==> src/verilog/dsi_pkg.sv <==
package dsi_pkg;
  // ==========================================================
  // Word and cell geometry
  localparam int unsigned WORD_W = 16;
  localparam int unsigned CELL_CLKS = 16;
  localparam int unsigned HALF_CELL = CELL_CLKS / 2;
  localparam int unsigned CNT_W = 5;
  localparam int unsigned BIT_W = 4;
  localparam logic [CNT_W-1:0] CNT_ZERO = 5'h00;
  localparam logic [CNT_W-1:0] CNT_HALF = CNT_W'(HALF_CELL);
  localparam logic [CNT_W-1:0] CNT_CELL = CNT_W'(CELL_CLKS);
  localparam logic [BIT_W-1:0] BIT_LAST = BIT_W'(WORD_W - 1);
  localparam logic [BIT_W-1:0] BIT_ZERO = 4'h0;
  // ==========================================================
  // Frame levels
  localparam logic START_LVL = 1'b0;
  localparam logic STOP_LVL = 1'b1;
  localparam logic IDLE_LVL = 1'b1;
  // ==========================================================
  // Mode detect: strobe high across this many serial clocks
  localparam int unsigned HOLD_W = 5;
  localparam logic [HOLD_W-1:0] ASYNC_HOLD = 5'h10;
  localparam logic [HOLD_W-1:0] HOLD_ZERO = 5'h00;
  localparam logic [WORD_W-1:0] WORD_ZERO = 16'h0000;
  localparam int unsigned SYNC_N = 4;
  // ==========================================================
  // Receiver states
  typedef enum logic [1:0] {
    RX_IDLE = 2'b00,
    RX_START = 2'b01,
    RX_DATA = 2'b10,
    RX_STOP = 2'b11
  } dsi_rx_e;
endpackage

==> src/verilog/dsi_fifo2.sv <==
`timescale 1ns/1ps
module dsi_fifo2 #(
  parameter int unsigned W = 16
) (
  input wire logic i_mclk,
  input wire logic i_resetn,
  input wire logic i_in_valid,
  output logic o_in_ready,
  input wire logic [W-1:0] i_in_data,
  output logic o_out_valid,
  input wire logic i_out_ready,
  output logic [W-1:0] o_out_data
);
  // ==========================================================
  // Two-entry store
  logic [W-1:0] mem_r [2];
  logic wp_r;
  logic rp_r;
  logic [1:0] cnt_r;
  logic push;
  logic pop;

  assign o_in_ready = (cnt_r != 2'h2);
  assign o_out_valid = (cnt_r != 2'h0);
  assign push = i_in_valid && o_in_ready;
  assign pop = o_out_valid && i_out_ready;
  assign o_out_data = mem_r[rp_r];

  always_ff @(posedge i_mclk or negedge i_resetn) begin
    if (!i_resetn) begin
      mem_r[0] <= '0;
      mem_r[1] <= '0;
    end else if (push) begin
      mem_r[wp_r] <= i_in_data;
    end
  end

  always_ff @(posedge i_mclk or negedge i_resetn) begin
    if (!i_resetn) begin
      wp_r <= 1'b0;
      rp_r <= 1'b0;
      cnt_r <= 2'h0;
    end else begin
      if (push) wp_r <= ~wp_r;
      if (pop) rp_r <= ~rp_r;
      if (push && !pop) cnt_r <= cnt_r + 2'h1;
      else if (pop && !push) cnt_r <= cnt_r - 2'h1;
    end
  end
endmodule // dsi_fifo2

==> src/verilog/dsi_serial_in.sv <==
`timescale 1ns/1ps
// How it works
// - Async words are framed by a 0 start bit and a 1 stop bit.
// - Async bits are sampled on the serial clock edge at the cell centre.
// - Each async bit cell lasts sixteen serial clocks.
// - Cell counting starts at the first serial clock after the falling start edge.
// - Top data bit sampled at clock 24, each next bit 16 clocks later.
// - A good stop bit hands the received word to the converter.
// - A low stop bit gives a one-clock high pulse on the serial output.
// - On a framing error the word is dropped, converter value kept.
// - Three-wire: strobe rising edge loads the whole shift register to the converter.
// - Strobe held permanently high selects async mode, else three-wire.
// - Three-wire: shift on each serial clock rise, shifted-out bit drives serial output.
// - Floor force drives output to bottom and holds it; input data kept.
module dsi_serial_in
  import dsi_pkg::*;
(
  input wire logic i_mclk,
  input wire logic i_resetn,
  input wire logic i_serial_clk,
  input wire logic i_serial_in,
  input wire logic i_update_strobe,
  input wire logic i_floor_force,
  output logic o_serial_out,
  output logic o_async_mode,
  output logic o_floor_active,
  output logic o_in_ready,
  output logic o_word_valid,
  input wire logic i_word_ready,
  output logic [WORD_W-1:0] o_word
);
  // ==========================================================
  // Pin synchronisers: a level moves once stages 2 and 3 agree
  logic [SYNC_N-1:0] pin_raw;
  logic [SYNC_N-1:0] s1_r;
  logic [SYNC_N-1:0] s2_r;
  logic [SYNC_N-1:0] s3_r;
  logic [SYNC_N-1:0] lvl_r;
  logic [SYNC_N-1:0] lvl_d_r;

  assign pin_raw = {i_floor_force, i_update_strobe, i_serial_in, i_serial_clk};

  always_ff @(posedge i_mclk or negedge i_resetn) begin
    if (!i_resetn) begin
      s1_r <= '0;
      s2_r <= '0;
      s3_r <= '0;
      lvl_r <= '0;
      lvl_d_r <= '0;
    end else begin
      s1_r <= pin_raw;
      s2_r <= s1_r;
      s3_r <= s2_r;
      for (int i = 0; i < SYNC_N; i++) begin
        if (s2_r[i] == s3_r[i]) lvl_r[i] <= s3_r[i];
      end
      lvl_d_r <= lvl_r;
    end
  end

  logic sc_en;
  logic din;
  logic strobe_lvl;
  logic strobe_rise;
  logic floor_lvl;
  logic din_fall;

  assign sc_en = lvl_r[0] && !lvl_d_r[0];
  assign din = lvl_r[1];
  assign din_fall = !lvl_r[1] && lvl_d_r[1];
  assign strobe_lvl = lvl_r[2];
  assign strobe_rise = lvl_r[2] && !lvl_d_r[2];
  assign floor_lvl = lvl_r[3];

  // ==========================================================
  // Mode select
  // A strobe pulse in three-wire mode sees no clock edges, so only a
  // strobe tied high accumulates serial clocks and enters async mode.
  logic [HOLD_W-1:0] hold_r;
  logic async_r;

  always_ff @(posedge i_mclk or negedge i_resetn) begin
    if (!i_resetn) begin
      hold_r <= HOLD_ZERO;
      async_r <= 1'b0;
    end else if (!strobe_lvl) begin
      hold_r <= HOLD_ZERO;
      async_r <= 1'b0;
    end else if (sc_en && !async_r) begin
      if (hold_r == ASYNC_HOLD - 5'h01) async_r <= 1'b1;
      hold_r <= hold_r + 5'h01;
    end
  end

  // ==========================================================
  // Three-wire shift register
  logic [WORD_W-1:0] shift_r;

  always_ff @(posedge i_mclk or negedge i_resetn) begin
    if (!i_resetn) begin
      shift_r <= WORD_ZERO;
    end else if (!async_r && sc_en) begin
      shift_r <= {shift_r[WORD_W-2:0], din};
    end
  end

  // ==========================================================
  // Async receiver, counting in serial clock edges
  dsi_rx_e st_r;
  logic [CNT_W-1:0] cnt_r;
  logic [CNT_W-1:0] cnt_nxt;
  logic [BIT_W-1:0] bit_r;
  logic [WORD_W-1:0] rxsh_r;
  logic ferr_r;
  logic smp_half;
  logic smp_cell;
  logic stop_good;
  logic stop_bad;

  assign cnt_nxt = cnt_r + 5'h01;
  assign smp_half = sc_en && (cnt_nxt == CNT_HALF);
  assign smp_cell = sc_en && (cnt_nxt == CNT_CELL);
  assign stop_good = (st_r == RX_STOP) && smp_cell && (din == STOP_LVL);
  assign stop_bad = (st_r == RX_STOP) && smp_cell && (din != STOP_LVL);

  always_ff @(posedge i_mclk or negedge i_resetn) begin
    if (!i_resetn) begin
      st_r <= RX_IDLE;
      cnt_r <= CNT_ZERO;
      bit_r <= BIT_ZERO;
    end else if (!async_r) begin
      st_r <= RX_IDLE;
      cnt_r <= CNT_ZERO;
    end else begin
      case (st_r)
        RX_IDLE: begin
          if (din_fall) begin
            st_r <= RX_START;
            cnt_r <= CNT_ZERO;
          end
        end
        RX_START: begin
          if (smp_half) begin
            cnt_r <= CNT_ZERO;
            bit_r <= BIT_ZERO;
            if (din == START_LVL) st_r <= RX_DATA;
            else st_r <= RX_IDLE;
          end else if (sc_en) begin
            cnt_r <= cnt_nxt;
          end
        end
        RX_DATA: begin
          if (smp_cell) begin
            cnt_r <= CNT_ZERO;
            bit_r <= bit_r + 4'h1;
            if (bit_r == BIT_LAST) st_r <= RX_STOP;
          end else if (sc_en) begin
            cnt_r <= cnt_nxt;
          end
        end
        RX_STOP: begin
          if (smp_cell) begin
            cnt_r <= CNT_ZERO;
            st_r <= RX_IDLE;
          end else if (sc_en) begin
            cnt_r <= cnt_nxt;
          end
        end
        default: st_r <= RX_IDLE;
      endcase
    end
  end

  always_ff @(posedge i_mclk or negedge i_resetn) begin
    if (!i_resetn) begin
      rxsh_r <= WORD_ZERO;
    end else if (st_r == RX_DATA && smp_cell) begin
      rxsh_r <= {rxsh_r[WORD_W-2:0], din};
    end
  end

  // Pulse spans the serial clock period after the stop sample
  always_ff @(posedge i_mclk or negedge i_resetn) begin
    if (!i_resetn) begin
      ferr_r <= 1'b0;
    end else if (stop_bad && async_r) begin
      ferr_r <= 1'b1;
    end else if (sc_en || !async_r) begin
      ferr_r <= 1'b0;
    end
  end

  always_ff @(posedge i_mclk or negedge i_resetn) begin
    if (!i_resetn) begin
      o_serial_out <= 1'b0;
    end else begin
      o_serial_out <= async_r ? ferr_r : shift_r[WORD_W-1];
    end
  end

  // ==========================================================
  // Word hand-over into the two-entry buffer
  // A word that arrives while one is still pending replaces it; the
  // host sees o_in_ready low while the buffer is full.
  logic word_take;
  logic [WORD_W-1:0] take_word;
  logic pend_r;
  logic [WORD_W-1:0] pend_word_r;
  logic fifo_in_ready;

  assign word_take = (async_r && stop_good) || (!async_r && strobe_rise);
  assign take_word = async_r ? rxsh_r : shift_r;

  always_ff @(posedge i_mclk or negedge i_resetn) begin
    if (!i_resetn) begin
      pend_r <= 1'b0;
      pend_word_r <= WORD_ZERO;
    end else if (word_take) begin
      pend_r <= 1'b1;
      pend_word_r <= take_word;
    end else if (fifo_in_ready) begin
      pend_r <= 1'b0;
    end
  end

  dsi_fifo2 #(.W(WORD_W)) u_buf (
    .i_mclk(i_mclk),
    .i_resetn(i_resetn),
    .i_in_valid(pend_r),
    .o_in_ready(fifo_in_ready),
    .i_in_data(pend_word_r),
    .o_out_valid(o_word_valid),
    .i_out_ready(i_word_ready),
    .o_out_data(o_word)
  );

  // ==========================================================
  // Floor force: sticky until the next word reaches the converter
  logic floor_r;

  always_ff @(posedge i_mclk or negedge i_resetn) begin
    if (!i_resetn) begin
      floor_r <= 1'b0;
    end else if (floor_lvl) begin
      floor_r <= 1'b1;
    end else if (o_word_valid && i_word_ready) begin
      floor_r <= 1'b0;
    end
  end

  assign o_floor_active = floor_r;
  assign o_async_mode = async_r;
  assign o_in_ready = fifo_in_ready;

  // ==========================================================
  // Checks
  a_mode_strobe: assert property (@(posedge i_mclk) disable iff (!i_resetn)
    async_r |-> strobe_lvl)
    else $error("async mode without strobe held high");
  a_start_count: assert property (@(posedge i_mclk) disable iff (!i_resetn)
    (async_r && st_r == RX_IDLE && din_fall) |=> (st_r == RX_START && cnt_r == CNT_ZERO))
    else $error("start edge did not begin the cell count");
  a_start_noise: assert property (@(posedge i_mclk) disable iff (!i_resetn)
    (async_r && st_r == RX_START && smp_half && din) |=> st_r == RX_IDLE)
    else $error("high start centre not treated as noise");
  a_data_sample: assert property (@(posedge i_mclk) disable iff (!i_resetn)
    (st_r == RX_DATA && sc_en && cnt_r == CNT_CELL - 5'h01)
      |=> rxsh_r[0] == $past(din))
    else $error("data bit not taken at cell centre");
  a_stop_push: assert property (@(posedge i_mclk) disable iff (!i_resetn)
    (async_r && stop_good) |=> (pend_r && pend_word_r == $past(rxsh_r)))
    else $error("good frame not handed over");
  a_ferr_pulse: assert property (@(posedge i_mclk) disable iff (!i_resetn)
    (async_r && stop_bad) |=> ferr_r ##1 o_serial_out)
    else $error("framing error pulse missing");
  a_ferr_width: assert property (@(posedge i_mclk) disable iff (!i_resetn)
    (ferr_r && sc_en) |=> !ferr_r)
    else $error("framing error pulse longer than one clock");
  a_err_no_take: assert property (@(posedge i_mclk) disable iff (!i_resetn)
    (async_r && stop_bad) |-> !word_take)
    else $error("bad frame updated the converter");
  a_stop_idle: assert property (@(posedge i_mclk) disable iff (!i_resetn)
    (st_r == RX_STOP && smp_cell && async_r) |=> st_r == RX_IDLE)
    else $error("receiver not idle after stop sample");
  a_tw_shift: assert property (@(posedge i_mclk) disable iff (!i_resetn)
    (!async_r && sc_en) |=> shift_r == {$past(shift_r[WORD_W-2:0]), $past(din)})
    else $error("three-wire shift wrong");
  a_tw_latch: assert property (@(posedge i_mclk) disable iff (!i_resetn)
    (!async_r && strobe_rise) |=> (pend_r && pend_word_r == $past(shift_r)))
    else $error("strobe edge did not load shift register");
  a_floor_hold: assert property (@(posedge i_mclk) disable iff (!i_resetn)
    floor_lvl |=> o_floor_active)
    else $error("floor force not applied");

  c_good_frame: cover property (@(posedge i_mclk) disable iff (!i_resetn) async_r && stop_good);
  c_bad_frame: cover property (@(posedge i_mclk) disable iff (!i_resetn) async_r && stop_bad);
  c_tw_latch: cover property (@(posedge i_mclk) disable iff (!i_resetn) !async_r && strobe_rise);
  c_buf_full: cover property (@(posedge i_mclk) disable iff (!i_resetn) !fifo_in_ready);
endmodule // dsi_serial_in
==> config.mk <==
export PLATFORM = sky130hd
export DESIGN_NAME = dsi_serial_in
export DESIGN_NICKNAME = d
export VERILOG_FILES = /design/src/verilog/dsi_pkg.sv /design/src/verilog/dsi_fifo2.sv /design/src/verilog/dsi_serial_in.sv
export SDC_FILE = /design/constraint.sdc
export NUM_CORES = 1
export LEC_CHECK = 0
export BUFFER_PORTS_ARGS = -buffer_cell sky130_fd_sc_hd__buf_2
export CORE_MARGIN = 2
export CORE_UTILIZATION = 30
export DETAILED_ROUTE_END_ITERATION = 16
export HOLD_SLACK_MARGIN = 0.15
export PLACE_DENSITY = 0.59
export SLEW_MARGIN = 20
export SYNTH_ARGS = -nofsm -noshare
export SYNTH_HDL_FRONTEND = slang
export SYNTH_SLANG_ARGS = --single-unit
==> constraint.sdc <==
create_clock -name i_mclk -period 2.1 [get_ports i_mclk]
set_input_delay 0.105 -clock i_mclk [delete_from_list [all_inputs] [get_ports i_mclk]]
set_output_delay 0.105 -clock i_mclk [all_outputs]
set_load 0.005 [all_outputs]
; ---- After elaboration in Yosys (flattened, before gate mapping)
; Index checks and enable logic that the tools add are counted.
[totals]
register_bits = 124
in_bits = 7
out_inout_bits = 21
wordCells = 134
[classes]
add_sub_neg = 5
order_cmp = 3
eq_ne = 21
mux = 38
n_bitwise = 5
n_reduce_logical = 37
[ops]
columns = cell, count
row1 = 16-bit two-way mux, 5
row2 = 5-bit two-way mux, 7
row3 = 32-bit bitwise mux, 1
row4 = 1-bit logical AND, 18
row5 = 2-bit two-way mux, 9
row6 = 16-bit demux with 1-bit select, 1
row7 = 3-bit != test (second input constant), 5
row8 = 5-bit case mux with 3 select lines, 1
row9 = 2-bit nonzero test, 6
row10 = 5-bit by 1-bit adder with 5-bit output (second input constant), 2
row11 = 5-bit by 4-bit == test with 1-bit output (second input constant), 2
row12 = 1-bit two-way mux, 10
row13 = 4-bit two-way mux, 2
row14 = 2-bit case mux with 4 select lines, 1
row15 = 4-bit case mux with 2 select lines, 1
row16 = 1-bit logical NOT, 6
row17 = 2-bit != test (second input constant), 3
row18 = 5-bit == test (second input constant), 1
row19 = 5-bit AND reduction, 1
row20 = 4-bit by 1-bit adder with 4-bit output (second input constant), 1
row21 = 1-bit == test, 4
row22 = 2-bit == test (second input constant), 2
row23 = 4-bit == test (second input constant), 1
row24 = 2-bit greater-or-equal comparator (second input constant), 2
row25 = other kinds (12), 17

; ---- Longest topological paths before layout
[logic_depth]
depth_word = 8
mapped_depth = 8
mapped_depth_nobuf = 7

; ---- By module
; A second synthesis with hierarchy kept.
[hier_totals]
hier_cells = 381
hier_area_um2 = 5407.7
[modules_own_cells]
columns = mod, instances, cells_per_inst, area_each_um2, seq_area_each_um2
row1 = dsi_serial_in, 1, 278, 3712.3, 2202.1
row2 = dsi_fifo2, 1, 103, 1695.4, 900.9

; ---- Least setup slack after synthesis
; No wires, ideal clock.
[synth_path]
path_type = flip-flop to flip-flop
from = reg cnt_r[0]
to = reg rxsh_r[10]
setup_time_ns = 0.125
t_arrival_ns = 2.172
required_ns = 1.975
slack_ns = -0.197
path_stages_with_launch = 9
n_path_buf = 2
period_less_slack_ns = 2.297
cell_sequence = dfrtp_1 > ha_1 > xnor2_1 > nand3_1 > or4b_1 > buf_2 > nor2_8 > buf_12 > mux2_4
[synth_via]
elab_chain_len = 4
[synth_lines]
columns = item, line
row1 = from (decl), dsi_serial_in.sv:110  ; logic [CNT_W-1:0] cnt_r;
row2 = from (signal assigned), dsi_serial_in.sv:149  ; cnt_r <= cnt_nxt;
row3 = from (signal assigned), dsi_serial_in.sv:158  ; cnt_r <= cnt_nxt;
row4 = from (signal assigned), dsi_serial_in.sv:166  ; cnt_r <= cnt_nxt;
row5 = 5-bit by 1-bit adder with 5-bit output, dsi_serial_in.sv:120  ; assign cnt_nxt = cnt_r + 5'h01;
row6 = 5-bit == test, dsi_serial_in.sv:122  ; assign smp_cell = sc_en && (cnt_nxt == CNT_CELL);
row7 = 1-bit logical AND, dsi_serial_in.sv:122
row8 = 1-bit logical AND, dsi_serial_in.sv:177  ; end else if (st_r == RX_DATA && smp_cell) begin
row9 = to (signal assigned), dsi_serial_in.sv:178  ; rxsh_r <= {rxsh_r[WORD_W-2:0], din};
row10 = to (decl), dsi_serial_in.sv:113  ; logic [WORD_W-1:0] rxsh_r;
; Every way passes these cells.
; A chain may end at the register's enable or synchronous reset.

; ---- Worst setup path after layout
[layout_path]
from = reg cnt_r[1]
to = reg rxsh_r[4]
; Same word-level chain as after synthesis.

==> qor.yml <==
drtAntennaViolNets: 0
via_per_inst: 4.587
wire_per_inst_um: 14.05
synth_commonest_cells: "dfrtp_1, mux2_2, nand2_1"
grt_overflow: 0
dp.final_hpwl_mm: 6.250
die_h_um: 136.1
power_mw: 7.922
final_nets: 441
start_util: 0.3050
worst_setup_path_end_kind: "flip-flop"
synth_seq_cells: 124
cts-buffers-inserted: 17
fin_cells: 666
maxCapViolations: 0
syn_inst: 361
period_minus_slack_ns: 2.172
grt_pass1_wl_mm: 16.30
cts-root-buf: "clkbuf_16"
gp_congestion: 0.7977
fin_ws_ns: -0.07167
clk-insertion-delay-late_ns: 0.41
multiInputGateArea_um2: 2078
setup_viol: 16
drc_errors: 0
grt_setup_unrepaired: "yes"
area_growth_pct: 25.15
r2r-end: "rxsh_r[4]"
ios: 28
drt-total-wl_mm: 9.357
slew_viol_final: 0
violations: "negative setup slack"
start_kind: "flip-flop"
cts_tree: "built"
seq_area_frac_synth: 0.5923
cts.htree.levels: 4
skew_ns: 0.004918
critPathKind: "reg2reg"
syn_nets: 374
period_share: 1.034
p_leak_nw: 3.022
synth_ff_type: "dfrtp_1"
dp_cells: 625
fillers: 1657
n_antenna_cell: 0
maxSlewHeadroom: 0.5404
num_vias: 3055
synth_async_sr_flop_share: 1.000
yosysWarnings: 0
grt_pass1_vias: 3313
tightest_slew_ns: 0.6894
fp.dieW_um: 136.1
synth_most_common_cell: "dfrtp_1"
seqCellArea_um2: 3103
grt_max_degree: 52
firstDrtPassIters: 4
antenna_found_initial: 0
grt_use_total: 0.1128
arrival_ns: 2.46
status: "finished with violations"
min_path_type: "in2async"
yosysUniqueCellTypes: 48
cts_buffer_depth: 2
path_max_fanout: 8
worstPathRequired_ns: 2.39
synth.largest_area_cell: "dfrtp_1"
hold_viol_final: 0
clock_sinks: 124
yosysTopAreaCellShare: 0.5923
dieArea_um2: 18540
fmax_mhz: 460.5
synth_edf_count: 0
avgSynthCellArea_um2: 14.51
vdd_drop_max_mv: 0.8550
layout-drive-gt1-share: 0.4739
drt_iter0_drc: 148
numPortBuffers: 27
power.density_nw_per_um2: 1208
syn_area_um2: 5239
synth_area_leaders: "dfrtp_1, mux2_2, mux2_4, ha_1, xnor2_1"
fp.coreArea_um2: 17180
clk_pin_slew_ns: 0.05
r2r_start: "cnt_r[1]"
reg2regPathDepth: 7
r2r_slack_ns: -0.07
num_rows: 48
-- cells in the final DEF (no fill, tap or decap), drive strengths merged, types with 3 or more instances in the layout --
cell / n
a31oi: 3
and2: 5
and3: 3
buf: 55
clkbuf: 18
clkinv: 6
clkinvlp: 5
dfrtp: 124
dlygate4sd3: 6
ha: 6
inv: 8
maj3: 4
mux2: 112
nand2: 14
nand3: 6
nand4: 3
nor2: 8
nor2b: 3
o21ai: 9
xnor2: 8
xor2: 5
-- critical path, stage by stage, from the launching register on --
cell and delay (ns):
dfrtp_1 0.41, ha_4 0.19, nand3_4 0.09, xor2_2 0.17, or4b_4 0.57, nor2_8 0.16, buf_12 0.14, mux2_2 0.33
-- logic make-up after synthesis --
logic type,share of synthesized area
AOI/OAI and AO/OA,0.03559
xor gates and xnor gates,0.02173
adders and majority gates,0.02197
buffers and inverters,0.01815
DFF,0.5923
muxes,0.2498
and+or+nand+nor,0.06043
-- metrics by stage --
stage                     setup slack [ns]  setup TNS (ns)  instance area (um^2)  hold slack, ns    util
after floorplan                    -0.1195          -1.280                  5258         -0.1906       -
after global placement             -0.1128          -1.475                  5852          0.1866  0.3407
after detailed placement           -0.1844          -2.544                  5852          0.1914  0.3407
after CTS                         -0.07061         -0.8144                  6550          0.3179  0.3813
after global routing               -0.1715          -2.312                  6556          0.3320  0.3817
final                             -0.07167         -0.7837                  6556          0.2907  0.3817
-- metal layers --
layer  wire length, um  track usage  vias up
met4               195      0.05035        0
met2              4365       0.1767       51
met1              4442       0.1420     1555
li1                  -            -     1430
met5                 0            0        -
met3               353      0.03729       19
-- where the power goes --
group	leakage [nW]	internal, mW	switching (mW)
sequential	1.60	3.01	0.392
clock	0.268	1.74	1.06
combinational	1.16	1.08	0.632
total	3.02	5.83	2.09
-- timing repair --
item | in CTS | in global routing
setup endpoints to repair | 16 | 17
gates resized for setup | 4 | 1
hold buffers | 6 | 0
gates cloned | 1 | 0
endpoints found under the hold margin | 54 | 0
buffers inserted | 2 | 0
pin swaps | 0 | 0
-- final cells by class --
type / instances / share of cell area
Clock buffer: 18 / 0.06546
Multi-Input combinational cell: 217 / 0.3170
Inverter: 7 / 0.004008
Timing Repair Buffer: 61 / 0.07481
Clock inverter: 14 / 0.02252
Tap cell: 225 / 0.04294
Sequential cell: 124 / 0.4733
-- flip-flops by register name (all words and copies together) (netlist names) --
| signal | count |
|---|---|
| bit_r | 4 |
| cnt_r | 5 |
| ferr_r | 1 |
| hold_r | 5 |
| lvl_d_r | 3 |
| lvl_r | 4 |
| o_async_mode | 1 |
| o_floor_active | 1 |
| o_serial_out | 1 |
| pend_r | 1 |
| pend_word_r | 16 |
| rxsh_r | 16 |
| s1_r | 4 |
| s2_r | 4 |
| s3_r | 4 |
| shift_r | 16 |
| st_r | 2 |
| u_buf.cnt_r | 2 |
| u_buf.mem_r | 32 |
| u_buf.rp_r | 1 |
| u_buf.wp_r | 1 |
-- how the worst max path moves through the flow --
stage | startpoint | endpoint
2_1_floorplan | cnt_r[0] | rxsh_r[10]
3_3_place_gp | cnt_r[0] | rxsh_r[5]
3_5_place_dp | cnt_r[0] | rxsh_r[3]
4_1_cts | cnt_r[1] | rxsh_r[3]
5_1_grt | cnt_r[1] | rxsh_r[3]
6_report | cnt_r[1] | rxsh_r[4]
No activity file was read; power rests on OpenSTA's default activity.
